`src/logic/swc_params.svh`:
```
// offsets, field positions, reset values and constants of the sleep and wake-up controller
`ifndef SWC_PARAMS_SVH
`define SWC_PARAMS_SVH
`define SWC_CTRL_OFS 8'h00
`define SWC_STAT_OFS 8'h04
`define SWC_FLAG_OFS 8'h08
`define SWC_STAT_ASLEEP_BIT 0
`define SWC_STAT_WDTWAKE_BIT 1
`define SWC_STAT_PD_BIT 3
`define SWC_STAT_TO_BIT 4
`define SWC_CTRL_RST 8'h00
`define SWC_FLAG_RST 4'h0
`define SWC_PD_RST 1'b1
`define SWC_TO_RST 1'b1
`define SWC_IRQ_VECTOR 13'h0004
`define SWC_RESP_OKAY 2'h0
`define SWC_RESP_SLVERR 2'h2
`endif

```
`src/logic/swc_pkg.sv`:
```
// types shared by the sleep and wake-up controller
package swc_pkg;
  typedef enum logic [1:0] {ST_RUN, ST_ASLEEP, ST_RESUME, ST_VECTOR} swc_state_e;
  // one bit per wake-capable interrupt source
  typedef struct packed {
    logic adc;
    logic timer;
    logic port_chg;
    logic ext;
  } swc_irq_s;
  // software control word
  typedef struct packed {
    logic ad_rc;
    logic tmr_async;
    swc_irq_s en;
    logic global_interrupt_enable;
    logic wdt_en;
  } swc_ctrl_s;
  typedef enum logic [1:0] {SEL_CTRL, SEL_STAT, SEL_FLAG, SEL_NONE} swc_sel_e;
endpackage

```
`src/logic/swc_sleep_ctrl.sv`:
```
// sleep and wake-up controller with AXI4-Lite control registers
//
// Contract
// - executing sleep clears the power-down flag, sets the time-out flag, clears an enabled watchdog and stops the oscillator.
// - in power-down every I/O pin keeps the drive state it had before sleep.
// - power-down ends on a master clear, an enabled watchdog time-out or an enabled interrupt.
// - master clear in power-down gives a full reset, every other wake resumes execution.
// - the power-down flag is set at power-up and cleared only by executing sleep.
// - a watchdog time-out that wakes the device clears the time-out flag.
// - of the clocked peripherals, only the timer in asynchronous mode and the converter on its RC clock may wake the device.
// - phase clocks stop in power-down so clocked peripherals raise no interrupts.
// - while sleep executes the next instruction at pc plus one is prefetched.
// - an interrupt wakes only with its own enable set, whatever the global enable.
// - after interrupt wake the next instruction runs, then with global enable set a branch to 0004h.
// - sleep with an enabled flag already pending is a no-operation that changes no flag or watchdog.
// - an interrupt during or after sleep lets sleep complete and then wakes at once.
// - on vectored wake the pc takes the vector and the causing flags read as set.
`timescale 1ns/1ps
`include "swc_params.svh"
module swc_sleep_ctrl #(
  parameter int PC_W = 13,
  parameter int IO_W = 8
) (
  input wire logic ref_clk_in,
  input wire logic rst_b_in,
  input wire logic s_axi_awvalid_in,
  output logic s_axi_awready_out,
  input wire logic [7:0] s_axi_awaddr_in,
  input wire logic s_axi_wvalid_in,
  output logic s_axi_wready_out,
  input wire logic [31:0] s_axi_wdata_in,
  input wire logic [3:0] s_axi_wstrb_in,
  output logic s_axi_bvalid_out,
  input wire logic s_axi_bready_in,
  output logic [1:0] s_axi_bresp_out,
  input wire logic s_axi_arvalid_in,
  output logic s_axi_arready_out,
  input wire logic [7:0] s_axi_araddr_in,
  output logic s_axi_rvalid_out,
  input wire logic s_axi_rready_in,
  output logic [31:0] s_axi_rdata_out,
  output logic [1:0] s_axi_rresp_out,
  input wire logic sleep_exec_in,
  input wire logic [PC_W-1:0] pc_in,
  input wire logic master_clear_pin_b_in,
  input wire logic wdt_timeout_in,
  input wire swc_pkg::swc_irq_s irq_src_in,
  input wire logic [IO_W-1:0] io_out_in,
  input wire logic [IO_W-1:0] io_oe_b_in,
  output logic [IO_W-1:0] io_out_out,
  output logic [IO_W-1:0] io_oe_b_out,
  output logic osc_drive_en_out,
  output logic core_clk_en_out,
  output logic phase_clk_en_out,
  output logic wdt_clear_out,
  output logic full_reset_out,
  output logic resume_out,
  output logic [PC_W-1:0] prefetch_addr_out,
  output logic pc_load_out,
  output logic [PC_W-1:0] pc_value_out
);
  swc_pkg::swc_state_e state_q, state_d;
  swc_pkg::swc_ctrl_s ctrl_q;
  swc_pkg::swc_irq_s flag_q, flag_d, set_ok, flag_clr;
  logic pd_q, to_q, wdt_wake_q, vec_q, clk_run_q;
  logic pending, wake_wdt;
  logic aw_full_q, w_full_q, awready_q, wready_q, bvalid_q, arready_q, rvalid_q;
  logic [7:0] aw_addr_q;
  logic [31:0] w_data_q, rdata_q;
  logic [3:0] w_strb_q;
  logic [1:0] bresp_q, rresp_q;

  function automatic swc_pkg::swc_sel_e swc_decode(input logic [7:0] addr);
    if (addr == `SWC_CTRL_OFS) begin
      return swc_pkg::SEL_CTRL;
    end else if (addr == `SWC_STAT_OFS) begin
      return swc_pkg::SEL_STAT;
    end else if (addr == `SWC_FLAG_OFS) begin
      return swc_pkg::SEL_FLAG;
    end else begin
      return swc_pkg::SEL_NONE;
    end
  endfunction

  swc_wake_qual u_wake (
    .ctrl_in(ctrl_q),
    .flag_in(flag_q),
    .asleep_in(state_q == swc_pkg::ST_ASLEEP),
    .wdt_timeout_in(wdt_timeout_in),
    .set_ok_out(set_ok),
    .pending_out(pending),
    .wake_wdt_out(wake_wdt)
  );

  // bus write path: address and data taken in either order
  wire aw_take = s_axi_awvalid_in & awready_q;
  wire w_take = s_axi_wvalid_in & wready_q;
  wire do_wr = aw_full_q & w_full_q & ~bvalid_q;
  wire swc_pkg::swc_sel_e wsel = swc_decode(aw_addr_q);
  wire aw_full_d = (aw_full_q | aw_take) & ~do_wr;
  wire w_full_d = (w_full_q | w_take) & ~do_wr;
  wire bvalid_d = do_wr | (bvalid_q & ~s_axi_bready_in);
  wire wr_ctrl = do_wr & (wsel == swc_pkg::SEL_CTRL) & w_strb_q[0];
  wire wr_flag = do_wr & (wsel == swc_pkg::SEL_FLAG) & w_strb_q[0];
  wire ar_take = s_axi_arvalid_in & arready_q;
  wire rvalid_d = ar_take | (rvalid_q & ~s_axi_rready_in);
  wire swc_pkg::swc_sel_e rsel = swc_decode(s_axi_araddr_in);
  wire [31:0] stat_word = {27'h0, to_q, pd_q, 1'b0, wdt_wake_q, state_q == swc_pkg::ST_ASLEEP};
  wire [31:0] rd_word = (rsel == swc_pkg::SEL_CTRL) ? {24'h0, ctrl_q} :
                        (rsel == swc_pkg::SEL_STAT) ? stat_word :
                        (rsel == swc_pkg::SEL_FLAG) ? {28'h0, flag_q} : 32'h0;

  // causing flags stay set; a new event beats a write-one clear
  genvar gi;
  for (gi = 0; gi < 4; gi++) begin : g_flag
    assign flag_clr[gi] = wr_flag & w_data_q[gi];
    assign flag_d[gi] = (irq_src_in[gi] & set_ok[gi]) | (flag_q[gi] & ~flag_clr[gi]);
  end

  wire run = state_q == swc_pkg::ST_RUN;
  wire asleep = state_q == swc_pkg::ST_ASLEEP;
  // pending enabled flag turns sleep into a no-operation
  wire enter = run & sleep_exec_in & ~pending;
  wire master_clear_pin = asleep & ~master_clear_pin_b_in;
  wire wake_w = asleep & master_clear_pin_b_in & wake_wdt;
  // flag raised during sleep wakes on the next cycle
  wire wake_i = asleep & master_clear_pin_b_in & ~wake_wdt & pending;

  always_comb begin
    state_d = state_q;
    case (state_q)
      swc_pkg::ST_RUN: begin
        if (enter) begin
          state_d = swc_pkg::ST_ASLEEP;
        end
      end
      // hold until a wake or reset event
      swc_pkg::ST_ASLEEP: begin
        if (master_clear_pin) begin
          state_d = swc_pkg::ST_RUN;
        end else if (wake_w | wake_i) begin
          state_d = swc_pkg::ST_RESUME;
        end
      end
      swc_pkg::ST_RESUME: begin
        state_d = vec_q ? swc_pkg::ST_VECTOR : swc_pkg::ST_RUN;
      end
      default: begin
        state_d = swc_pkg::ST_RUN;
      end
    endcase
  end

  always_ff @(posedge ref_clk_in or negedge rst_b_in) begin
    if (!rst_b_in) begin
      aw_full_q <= 1'b0;
      w_full_q <= 1'b0;
      awready_q <= 1'b1;
      wready_q <= 1'b1;
      bvalid_q <= 1'b0;
      arready_q <= 1'b1;
      rvalid_q <= 1'b0;
    end else begin
      aw_full_q <= aw_full_d;
      w_full_q <= w_full_d;
      awready_q <= ~aw_full_d & ~bvalid_d;
      wready_q <= ~w_full_d & ~bvalid_d;
      bvalid_q <= bvalid_d;
      arready_q <= ~rvalid_d;
      rvalid_q <= rvalid_d;
    end
  end

  always_ff @(posedge ref_clk_in or negedge rst_b_in) begin
    if (!rst_b_in) begin
      aw_addr_q <= 8'h00;
      w_data_q <= 32'h0;
      w_strb_q <= 4'h0;
      bresp_q <= `SWC_RESP_OKAY;
      rdata_q <= 32'h0;
      rresp_q <= `SWC_RESP_OKAY;
    end else begin
      if (aw_take) aw_addr_q <= s_axi_awaddr_in;
      if (w_take) w_data_q <= s_axi_wdata_in;
      if (w_take) w_strb_q <= s_axi_wstrb_in;
      if (do_wr) bresp_q <= (wsel == swc_pkg::SEL_NONE) ? `SWC_RESP_SLVERR : `SWC_RESP_OKAY;
      if (ar_take) rdata_q <= rd_word;
      if (ar_take) rresp_q <= (rsel == swc_pkg::SEL_NONE) ? `SWC_RESP_SLVERR : `SWC_RESP_OKAY;
    end
  end

  // status register is read-only; writes to it are accepted and dropped
  always_ff @(posedge ref_clk_in or negedge rst_b_in) begin
    if (!rst_b_in) begin
      ctrl_q <= `SWC_CTRL_RST;
      flag_q <= `SWC_FLAG_RST;
    end else begin
      if (wr_ctrl) ctrl_q <= w_data_q[7:0];
      flag_q <= flag_d;
    end
  end

  // power-down flag set at power-up, cleared only by sleep
  // flags change on real sleep entry
  always_ff @(posedge ref_clk_in or negedge rst_b_in) begin
    if (!rst_b_in) begin
      pd_q <= `SWC_PD_RST;
      to_q <= `SWC_TO_RST;
      wdt_wake_q <= 1'b0;
    end else begin
      if (enter) pd_q <= 1'b0;
      if (enter) to_q <= 1'b1;
      else if (wake_w) to_q <= 1'b0;
      if (enter) wdt_wake_q <= 1'b0;
      else if (wake_w) wdt_wake_q <= 1'b1;
    end
  end

  // watchdog clear pulse and oscillator stop
  // phase and core clocks follow the oscillator
  // master clear in power-down gives a full reset pulse
  always_ff @(posedge ref_clk_in or negedge rst_b_in) begin
    if (!rst_b_in) begin
      state_q <= swc_pkg::ST_RUN;
      clk_run_q <= 1'b1;
      wdt_clear_out <= 1'b0;
      full_reset_out <= 1'b0;
      vec_q <= 1'b0;
    end else begin
      state_q <= state_d;
      clk_run_q <= (state_d != swc_pkg::ST_ASLEEP);
      wdt_clear_out <= enter & ctrl_q.wdt_en;
      full_reset_out <= master_clear_pin;
      if (wake_i | wake_w) vec_q <= wake_i & ctrl_q.global_interrupt_enable;
    end
  end

  // prefetch address captured as sleep executes
  // resume at next instruction, then vector if global enable was set
  always_ff @(posedge ref_clk_in or negedge rst_b_in) begin
    if (!rst_b_in) begin
      prefetch_addr_out <= '0;
      resume_out <= 1'b0;
      pc_load_out <= 1'b0;
      pc_value_out <= '0;
    end else begin
      if (enter) prefetch_addr_out <= pc_in + 1'b1;
      resume_out <= (state_d == swc_pkg::ST_RESUME);
      pc_load_out <= (state_d == swc_pkg::ST_VECTOR);
      if (state_d == swc_pkg::ST_VECTOR) pc_value_out <= PC_W'(`SWC_IRQ_VECTOR);
    end
  end

  always_ff @(posedge ref_clk_in or negedge rst_b_in) begin
    if (!rst_b_in) begin
      io_out_out <= '0;
      io_oe_b_out <= '1;
    end else if (!asleep) begin
      io_out_out <= io_out_in;
      io_oe_b_out <= io_oe_b_in;
    end
  end

  assign osc_drive_en_out = clk_run_q;
  assign core_clk_en_out = clk_run_q;
  assign phase_clk_en_out = clk_run_q;
  assign s_axi_awready_out = awready_q;
  assign s_axi_wready_out = wready_q;
  assign s_axi_bvalid_out = bvalid_q;
  assign s_axi_bresp_out = bresp_q;
  assign s_axi_arready_out = arready_q;
  assign s_axi_rvalid_out = rvalid_q;
  assign s_axi_rdata_out = rdata_q;
  assign s_axi_rresp_out = rresp_q;
endmodule // swc_sleep_ctrl

```
`src/logic/swc_wake_qual.sv`:
```
// wake qualification: which sources may set flags and which events end power-down
`timescale 1ns/1ps
module swc_wake_qual (
  input wire swc_pkg::swc_ctrl_s ctrl_in,
  input wire swc_pkg::swc_irq_s flag_in,
  input wire logic asleep_in,
  input wire logic wdt_timeout_in,
  output swc_pkg::swc_irq_s set_ok_out,
  output logic pending_out,
  output logic wake_wdt_out
);
  // clocked peripherals muted in power-down, only self-clocked ones pass
  assign set_ok_out.ext = 1'b1;
  assign set_ok_out.port_chg = 1'b1;
  assign set_ok_out.timer = ~asleep_in | ctrl_in.tmr_async;
  assign set_ok_out.adc = ~asleep_in | ctrl_in.ad_rc;
  // individual enable needed, global enable ignored
  assign pending_out = |(flag_in & ctrl_in.en);
  assign wake_wdt_out = ctrl_in.wdt_en & wdt_timeout_in;
endmodule // swc_wake_qual

```
`config.mk`:
```
export PLATFORM = sky130hd
export DESIGN_NAME = swc_sleep_ctrl
export DESIGN_NICKNAME = d
export VERILOG_FILES = /design/src/logic/swc_pkg.sv /design/src/logic/swc_sleep_ctrl.sv /design/src/logic/swc_wake_qual.sv
export VERILOG_INCLUDE_DIRS = /design/src /design/src/logic
export SDC_FILE = /design/constraint.sdc
export NUM_CORES = 1
export LEC_CHECK = 0
export ABC_CLOCK_PERIOD_IN_PS = 2200
export BUFFER_PORTS_ARGS = -buffer_cell sky130_fd_sc_hd__buf_2
export CAP_MARGIN = 10
export CORE_UTILIZATION = 47
export CTS_CLUSTER_SIZE = 14
export DETAILED_ROUTE_END_ITERATION = 10
export PLACE_DENSITY = 0.81
export SLEW_MARGIN = 20
export SYNTH_ARGS = -nofsm -noshare
export SYNTH_HDL_FRONTEND = slang
export SYNTH_SLANG_ARGS = --single-unit
```
`constraint.sdc`:
```
create_clock -name ref_clk_in -period 2.2 [get_ports ref_clk_in]
set_input_delay 0.11 -clock ref_clk_in [delete_from_list [all_inputs] [get_ports ref_clk_in]]
set_output_delay 0.11 -clock ref_clk_in [all_outputs]
set_load 0.02 [all_outputs]
```
==> Word-level counts from Yosys, hierarchy flattened <==
Index checks and enable logic that the tools add are counted.
{ "word_totals": {"regBits": 113, "inputBits": 95, "output_inout_bits": 90, "wordCells": 144} }
{ "classes": {"n_addsub": 1, "n_eq_ne": 14, "mux": 20, "bitwise": 63, "reduce_logical": 7} }
{ "op_table": {"columns": ["cell", "count"], "rows": [
  ["$and A1 B1 Y1", 35],
  ["$mux W2", 10],
  ["$eq A8 B3 Y1 const B", 2],
  ["$eq A8 B4 Y1 const B", 2],
  ["$logic_not A8 Y1", 2],
  ["$not A1 Y1", 16],
  ["$eq A2 B2 Y1 const B", 7],
  ["$add A13 B1 Y13 const B", 1],
  ["$or A1 B1 Y1", 11],
  ["$mux W8", 1],
  ["$logic_not A2 Y1", 3],
  ["$mux W1", 6],
  ["$pmux W2 S3", 1],
  ["$mux W5", 1],
  ["$and A4 B4 Y4", 1],
  ["$eq A2 B1 Y1 const B", 2],
  ["$mux W4", 1],
  ["$reduce_or A4 Y1", 1],
  ["$ne A2 B1 Y1 const B", 1],
  ["$reduce_bool A2 Y1", 1]
]} }

==> Logic depth before layout (Yosys ltp) <==
{ "logic_depth": {"depth_word": 11, "ltp_mapped": 5, "depth_no_buf": 5} }

==> Modules after synthesis <==
A second synthesis with hierarchy kept.
{ "hier_totals": {"hier_cells": 380, "area_unflattened_um2": 3986.3} }
{ "modules_own_cells": {"columns": ["module", "instances", "cells_each", "area_per_inst_um2", "seq_area_each_um2"], "rows": [
  ["swc_sleep_ctrl", 1, 371, 3930.0, 2194.6],
  ["swc_wake_qual", 1, 9, 56.3, 0.0]
]} }

==> Least setup slack after synthesis <==
Ideal clock, no wire load.
{ "synth_path": {"path_kind": "reg-to-reg", "from": "register bvalid_q, in the netlist s_axi_bvalid_out", "to": "register ctrl_q[0] (netlist bit)", "setup_time_ns": 0.125, "t_arrival_ns": 1.632, "required_ns": 2.075, "slack_ns": 0.444, "stages_incl_launch_ff": 6, "n_path_buf": 1, "synth_period_minus_slack_ns": 1.756, "path_cell_list": "dfrtp_1 -> and3b_1 -> clkbuf_1 -> nand4_1 -> nor2_2 -> mux2_2"} }
{ "synth_between": {"elab_chain_cells": 4} }
{ "synth_lines": {"columns": ["element", "line", "rtl"], "rows": [
  ["start: declaration", "swc_sleep_ctrl.sv:67", "logic aw_full_q, w_full_q, awready_q, wready_q, bvalid_q, arready_q, rvalid_q;"],
  ["start signal: assignment", "swc_sleep_ctrl.sv:168", "bvalid_q <= bvalid_d;"],
  ["$not A1 Y1", "swc_sleep_ctrl.sv:98", "wire do_wr = aw_full_q & w_full_q & ~bvalid_q;"],
  ["$and A1 B1 Y1", "swc_sleep_ctrl.sv:98", null],
  ["$and A1 B1 Y1 (2 in a row)", "swc_sleep_ctrl.sv:103", "wire wr_ctrl = do_wr & (wsel == swc_pkg::SEL_CTRL) & w_strb_q[0];"],
  ["end signal: assignment", "swc_sleep_ctrl.sv:195", "ctrl_q <= `SWC_CTRL_RST;"],
  ["end signal: assignment", "swc_sleep_ctrl.sv:198", "if (wr_ctrl) ctrl_q <= w_data_q[7:0];"],
  ["end: declaration", "swc_sleep_ctrl.sv:63", "swc_pkg::swc_ctrl_s ctrl_q;"]
]} }
No other way between the ends.
A chain may end at the register's enable or synchronous reset.

==> Worst setup path after layout <==
{ "layout_path": {"from": "register aw_addr_q[5]", "to": "register ctrl_q[2] (netlist bit)"} }
{ "layout_between": {"elab_chain_cells": 7, "word_cells_on_any_way": 9, "classes_between": "eq/ne: 2; mux: 3; bitwise: 2; reduce/logical: 2"} }
{ "layout_lines": {"columns": ["element", "line", "rtl"], "rows": [
  ["start: declaration", "swc_sleep_ctrl.sv:68", "logic [7:0] aw_addr_q;"],
  ["start signal: assignment", "swc_sleep_ctrl.sv:183", "if (aw_take) aw_addr_q <= s_axi_awaddr_in;"],
  ["$eq A8 B4 Y1 (no line)", null, null],
  ["$mux W1", "swc_sleep_ctrl.sv:78", "end else if (addr == `SWC_FLAG_OFS) begin"],
  ["$mux W2", "swc_sleep_ctrl.sv:76", "end else if (addr == `SWC_STAT_OFS) begin"],
  ["$mux W2 *", "swc_sleep_ctrl.sv:74", "if (addr == `SWC_CTRL_OFS) begin"],
  ["$logic_not A2 Y1 *", "swc_sleep_ctrl.sv:103", null],
  ["$and A1 B1 Y1 * (2 in a row)", "swc_sleep_ctrl.sv:103", null]
]} }
Every way passes the cells marked *; elsewhere a longest branch is shown, timed or not.

==> metrics.yaml <==
yosys.area.top_type_share: 0.4614
multiInputGateArea_um2: 1496
ys_warn_count: 0
io_buffer_count: 119
path_clk_slew_ns: 0.08
cts_tree: "yes"
setup_viol: 0
drv_slew: 0
min_path_type: "primary input to flop"
rsz0062_at_grt: "no"
critical_path_class: "flop to flop"
tightest_slew_ns: 0.5561
hold_violations: 0
synth_seq_area_share: 0.5544
yosysTopAreaCell: "dfrtp_1"
clkSinkCount: 87
synth_area_leaders: "dfrtp_1, mux2_2, dfstp_2"
cts_buffer_depth: 2
syn_to_final_growth_pct: 28.54
fp.dieH_um: 93.78
drive_gt1_frac: 0.3740
cts_buffers: 9
synth_ff_type: "dfrtp_1"
synth-edff-count: 0
setup_tns_ns: 0
post_cts_buffers: 0
finalNetCount: 615
via_count: 3027
start_util: 0.4842
slowest_delay_ns: 0.53
grt_antenna_before_repair: 0
synth_area_um2: 3959
diodes: 0
cp.arrival_ns: 2.20
drc_errors: 0
insertion_delay_ns: 0.35
finalClockSkew_ns: 0.01184
finalPower_uw: 5526
hpwl_um: 5674
synthCells: 357
boundaryPins: 185
crit_path_top_delay_cell: "nor4_1"
crit_fanout: 8
worst-endpoint-required_ns: 2.42
power_density_nw_per_um2: 1086
gp_congestion: 0.7660
peakVddDrop_uv: 721.7
outcome: "finished, final reports clean"
fp.dieW_um: 93.78
ctsHtreeMaxLevel: 3
ant_nets: 0
gr-total-overflow: 0
die-area_um2: 8794
synthDistinctLibCells: 41
ys_ff_latch: 87
routed_via_density: 4.812
p_leak_uw: 0.002621
crit_chain: "nor4_1 > nand4_1 > nor2_2 > mux2_2"
maxCapViolations: 0
drt_wl_total_um: 8100
cp-end-kind: "flop"
drt_pass1_iterations: 4
max_freq_mhz: 506.9
drt_iter0_drc: 56
post-route-period-util: 0.8968
grt_pass1_wl_um: 13220
critPathLaunchType: "flop"
postCtsResizedCells: 0
cts_root_buffer: "clkbuf_8"
nFillCells: 661
grt.total_usage: 0.1986
async_flop_share: 1.000
seqCellArea_um2: 2195
grt_max_degree: 50
row_count: 33
layout_min_cycle_time_ns: 1.973
coreArea_um2: 8175
slew_headroom: 0.6258
fin_util: 0.6224
post_drt_wl_per_cell_um: 12.88
grt_pass1_vias: 2957
syn_avg_cell_area_um2: 11.09
==> cells in the mapped netlist, types with 2 or more instances <==
cell type and number:
xor2_1 7, a31oi_1 4, o41ai_2 3, nand2_1 67, nand3_1 4, a22oi_1 2, or4_1 2, nor2b_1 8
nand4_1 4, inv_1 14, a22o_1 3, nor3_1 5, o31ai_1 4, xnor2_1 4, dfstp_2 14, nor4_1 2
buf_6 2, mux2_2 37, o21ai_0 7, mux2i_1 3, dfrtp_1 73, o2bb2ai_1 2, or3_1 2, nor2_1 15
clkbuf_1 6, nand2b_1 3, buf_4 40, a21oi_1 7
==> registers in the layout, indices dropped and copies added (netlist names), 2 cells and up <==
| register | flops |
|---|---|
| io_oe_b_out | 8 |
| ctrl_q | 8 |
| w_data_q | 8 |
| prefetch_addr_out | 13 |
| state_q | 2 |
| flag_q | 4 |
| aw_addr_q | 8 |
| io_out_out | 8 |
| s_axi_rdata_out | 8 |
==> layout by cell type (no fill, tap or decap), types with 4 or more instances in the layout <==
| master | netlist | layout |
|---|---|---|
| a21oi_1 | 7 | 7 |
| a31oi_1 | 4 | 4 |
| buf_2 | 1 | 118 |
| buf_4 | 40 | 6 |
| clkbuf_8 | 0 | 10 |
| conb_1 | 1 | 38 |
| dfrtp_1 | 73 | 73 |
| dfstp_2 | 14 | 14 |
| dlygate4sd3_1 | 0 | 39 |
| inv_1 | 14 | 14 |
| mux2_2 | 37 | 37 |
| nand2_1 | 67 | 67 |
| nand3_1 | 4 | 4 |
| nand4_1 | 4 | 4 |
| nor2_1 | 15 | 15 |
| nor2b_1 | 8 | 8 |
| nor3_1 | 5 | 5 |
| o21ai_0 | 7 | 7 |
| o31ai_1 | 4 | 4 |
| xnor2_1 | 4 | 4 |
| xor2_1 | 7 | 7 |
==> stage by stage <==
stage / hold WS (ns) / cells / worst slack [ns] / cell area (um^2)
final: 0.01433 / 629 / 0.2270 / 5089
after detailed placement: 0.1059 / 574 / 0.2487 / 4531
after floorplan: -0.1856 / 394 / 0.4436 / 4098
after global routing: 0.01044 / 629 / 0.1091 / 5089
after CTS: 0.005049 / 629 / 0.2270 / 5089
after global placement: 0.1063 / 574 / 0.3345 / 4531
==> path summary, 6_finish.rpt <==
kind | startpoint | to | slack, ns | depth (start not counted)
max in group asynchronous | rst_b_in | s_axi_awready_out | 1.27 | 3
min | irq_src_in[2] | flag_q[2] | 0.01 | 3
max | aw_addr_q[5] | ctrl_q[2] | 0.23 | 4
min in group asynchronous | rst_b_in | prefetch_addr_out[4] | 0.25 | 2
max reg2reg | aw_addr_q[5] | ctrl_q[2] | 0.23 | 4
min reg2reg | io_oe_b_out[4] | io_oe_b_out[4] | 0.45 | 2
==> metal layers <==
layer	up-vias	track usage	wire (um)
met5	-	0	0
met1	1460	0.2210	3292
met2	112	0.3595	4165
met4	0	0.09359	184
met3	17	0.04207	456
li1	1438	-	-
==> power by group <==
part           switching, uW  internal (uW)
Sequential               304           2210
Combinational           1210            847
Clock                    514            436
==> repair_timing <==
| action | in CTS | in global routing |
|---|---|---|
| setup endpoints to repair | 0 | 0 |
| hold endpoints to repair | 67 | 0 |
| hold buffers | 39 | 0 |
==> area by class of cell <==
cell class | instances | share of cell area
inverter | 14 | 0.01033
clock inverter | 4 | 0.004426
tap | 105 | 0.02582
timing repair buffer | 164 | 0.2056
multi-input combinational | 243 | 0.2941
clock buffer | 12 | 0.02852
sequential | 87 | 0.4313
==> worst max-delay path: cells and delay by family (launching register included) <==
| family | cells | cell delay (ns) |
|---|---|---|
| flip-flops | 1 | 0.38 |
| multiplexers | 1 | 0.39 |
| AND/OR/NAND/NOR | 3 | 1.09 |
==> cell families (layout without fill, tap and decap cells) <==
family | count (synthesis) | in the layout | synth area share
and+or+nand+nor | 119 | 119 | 0.1384
muxes | 40 | 40 | 0.1128
AOI/OAI and AO/OA | 34 | 34 | 0.06321
DFF | 87 | 87 | 0.5544
other | 1 | 38 | 0.0009473
adders and majority gates | 1 | 1 | 0.003160
xor gates and xnor gates | 11 | 11 | 0.02434
buffers and inverters | 64 | 194 | 0.1027
Note: power is estimated with default switching activity, not from simulation.
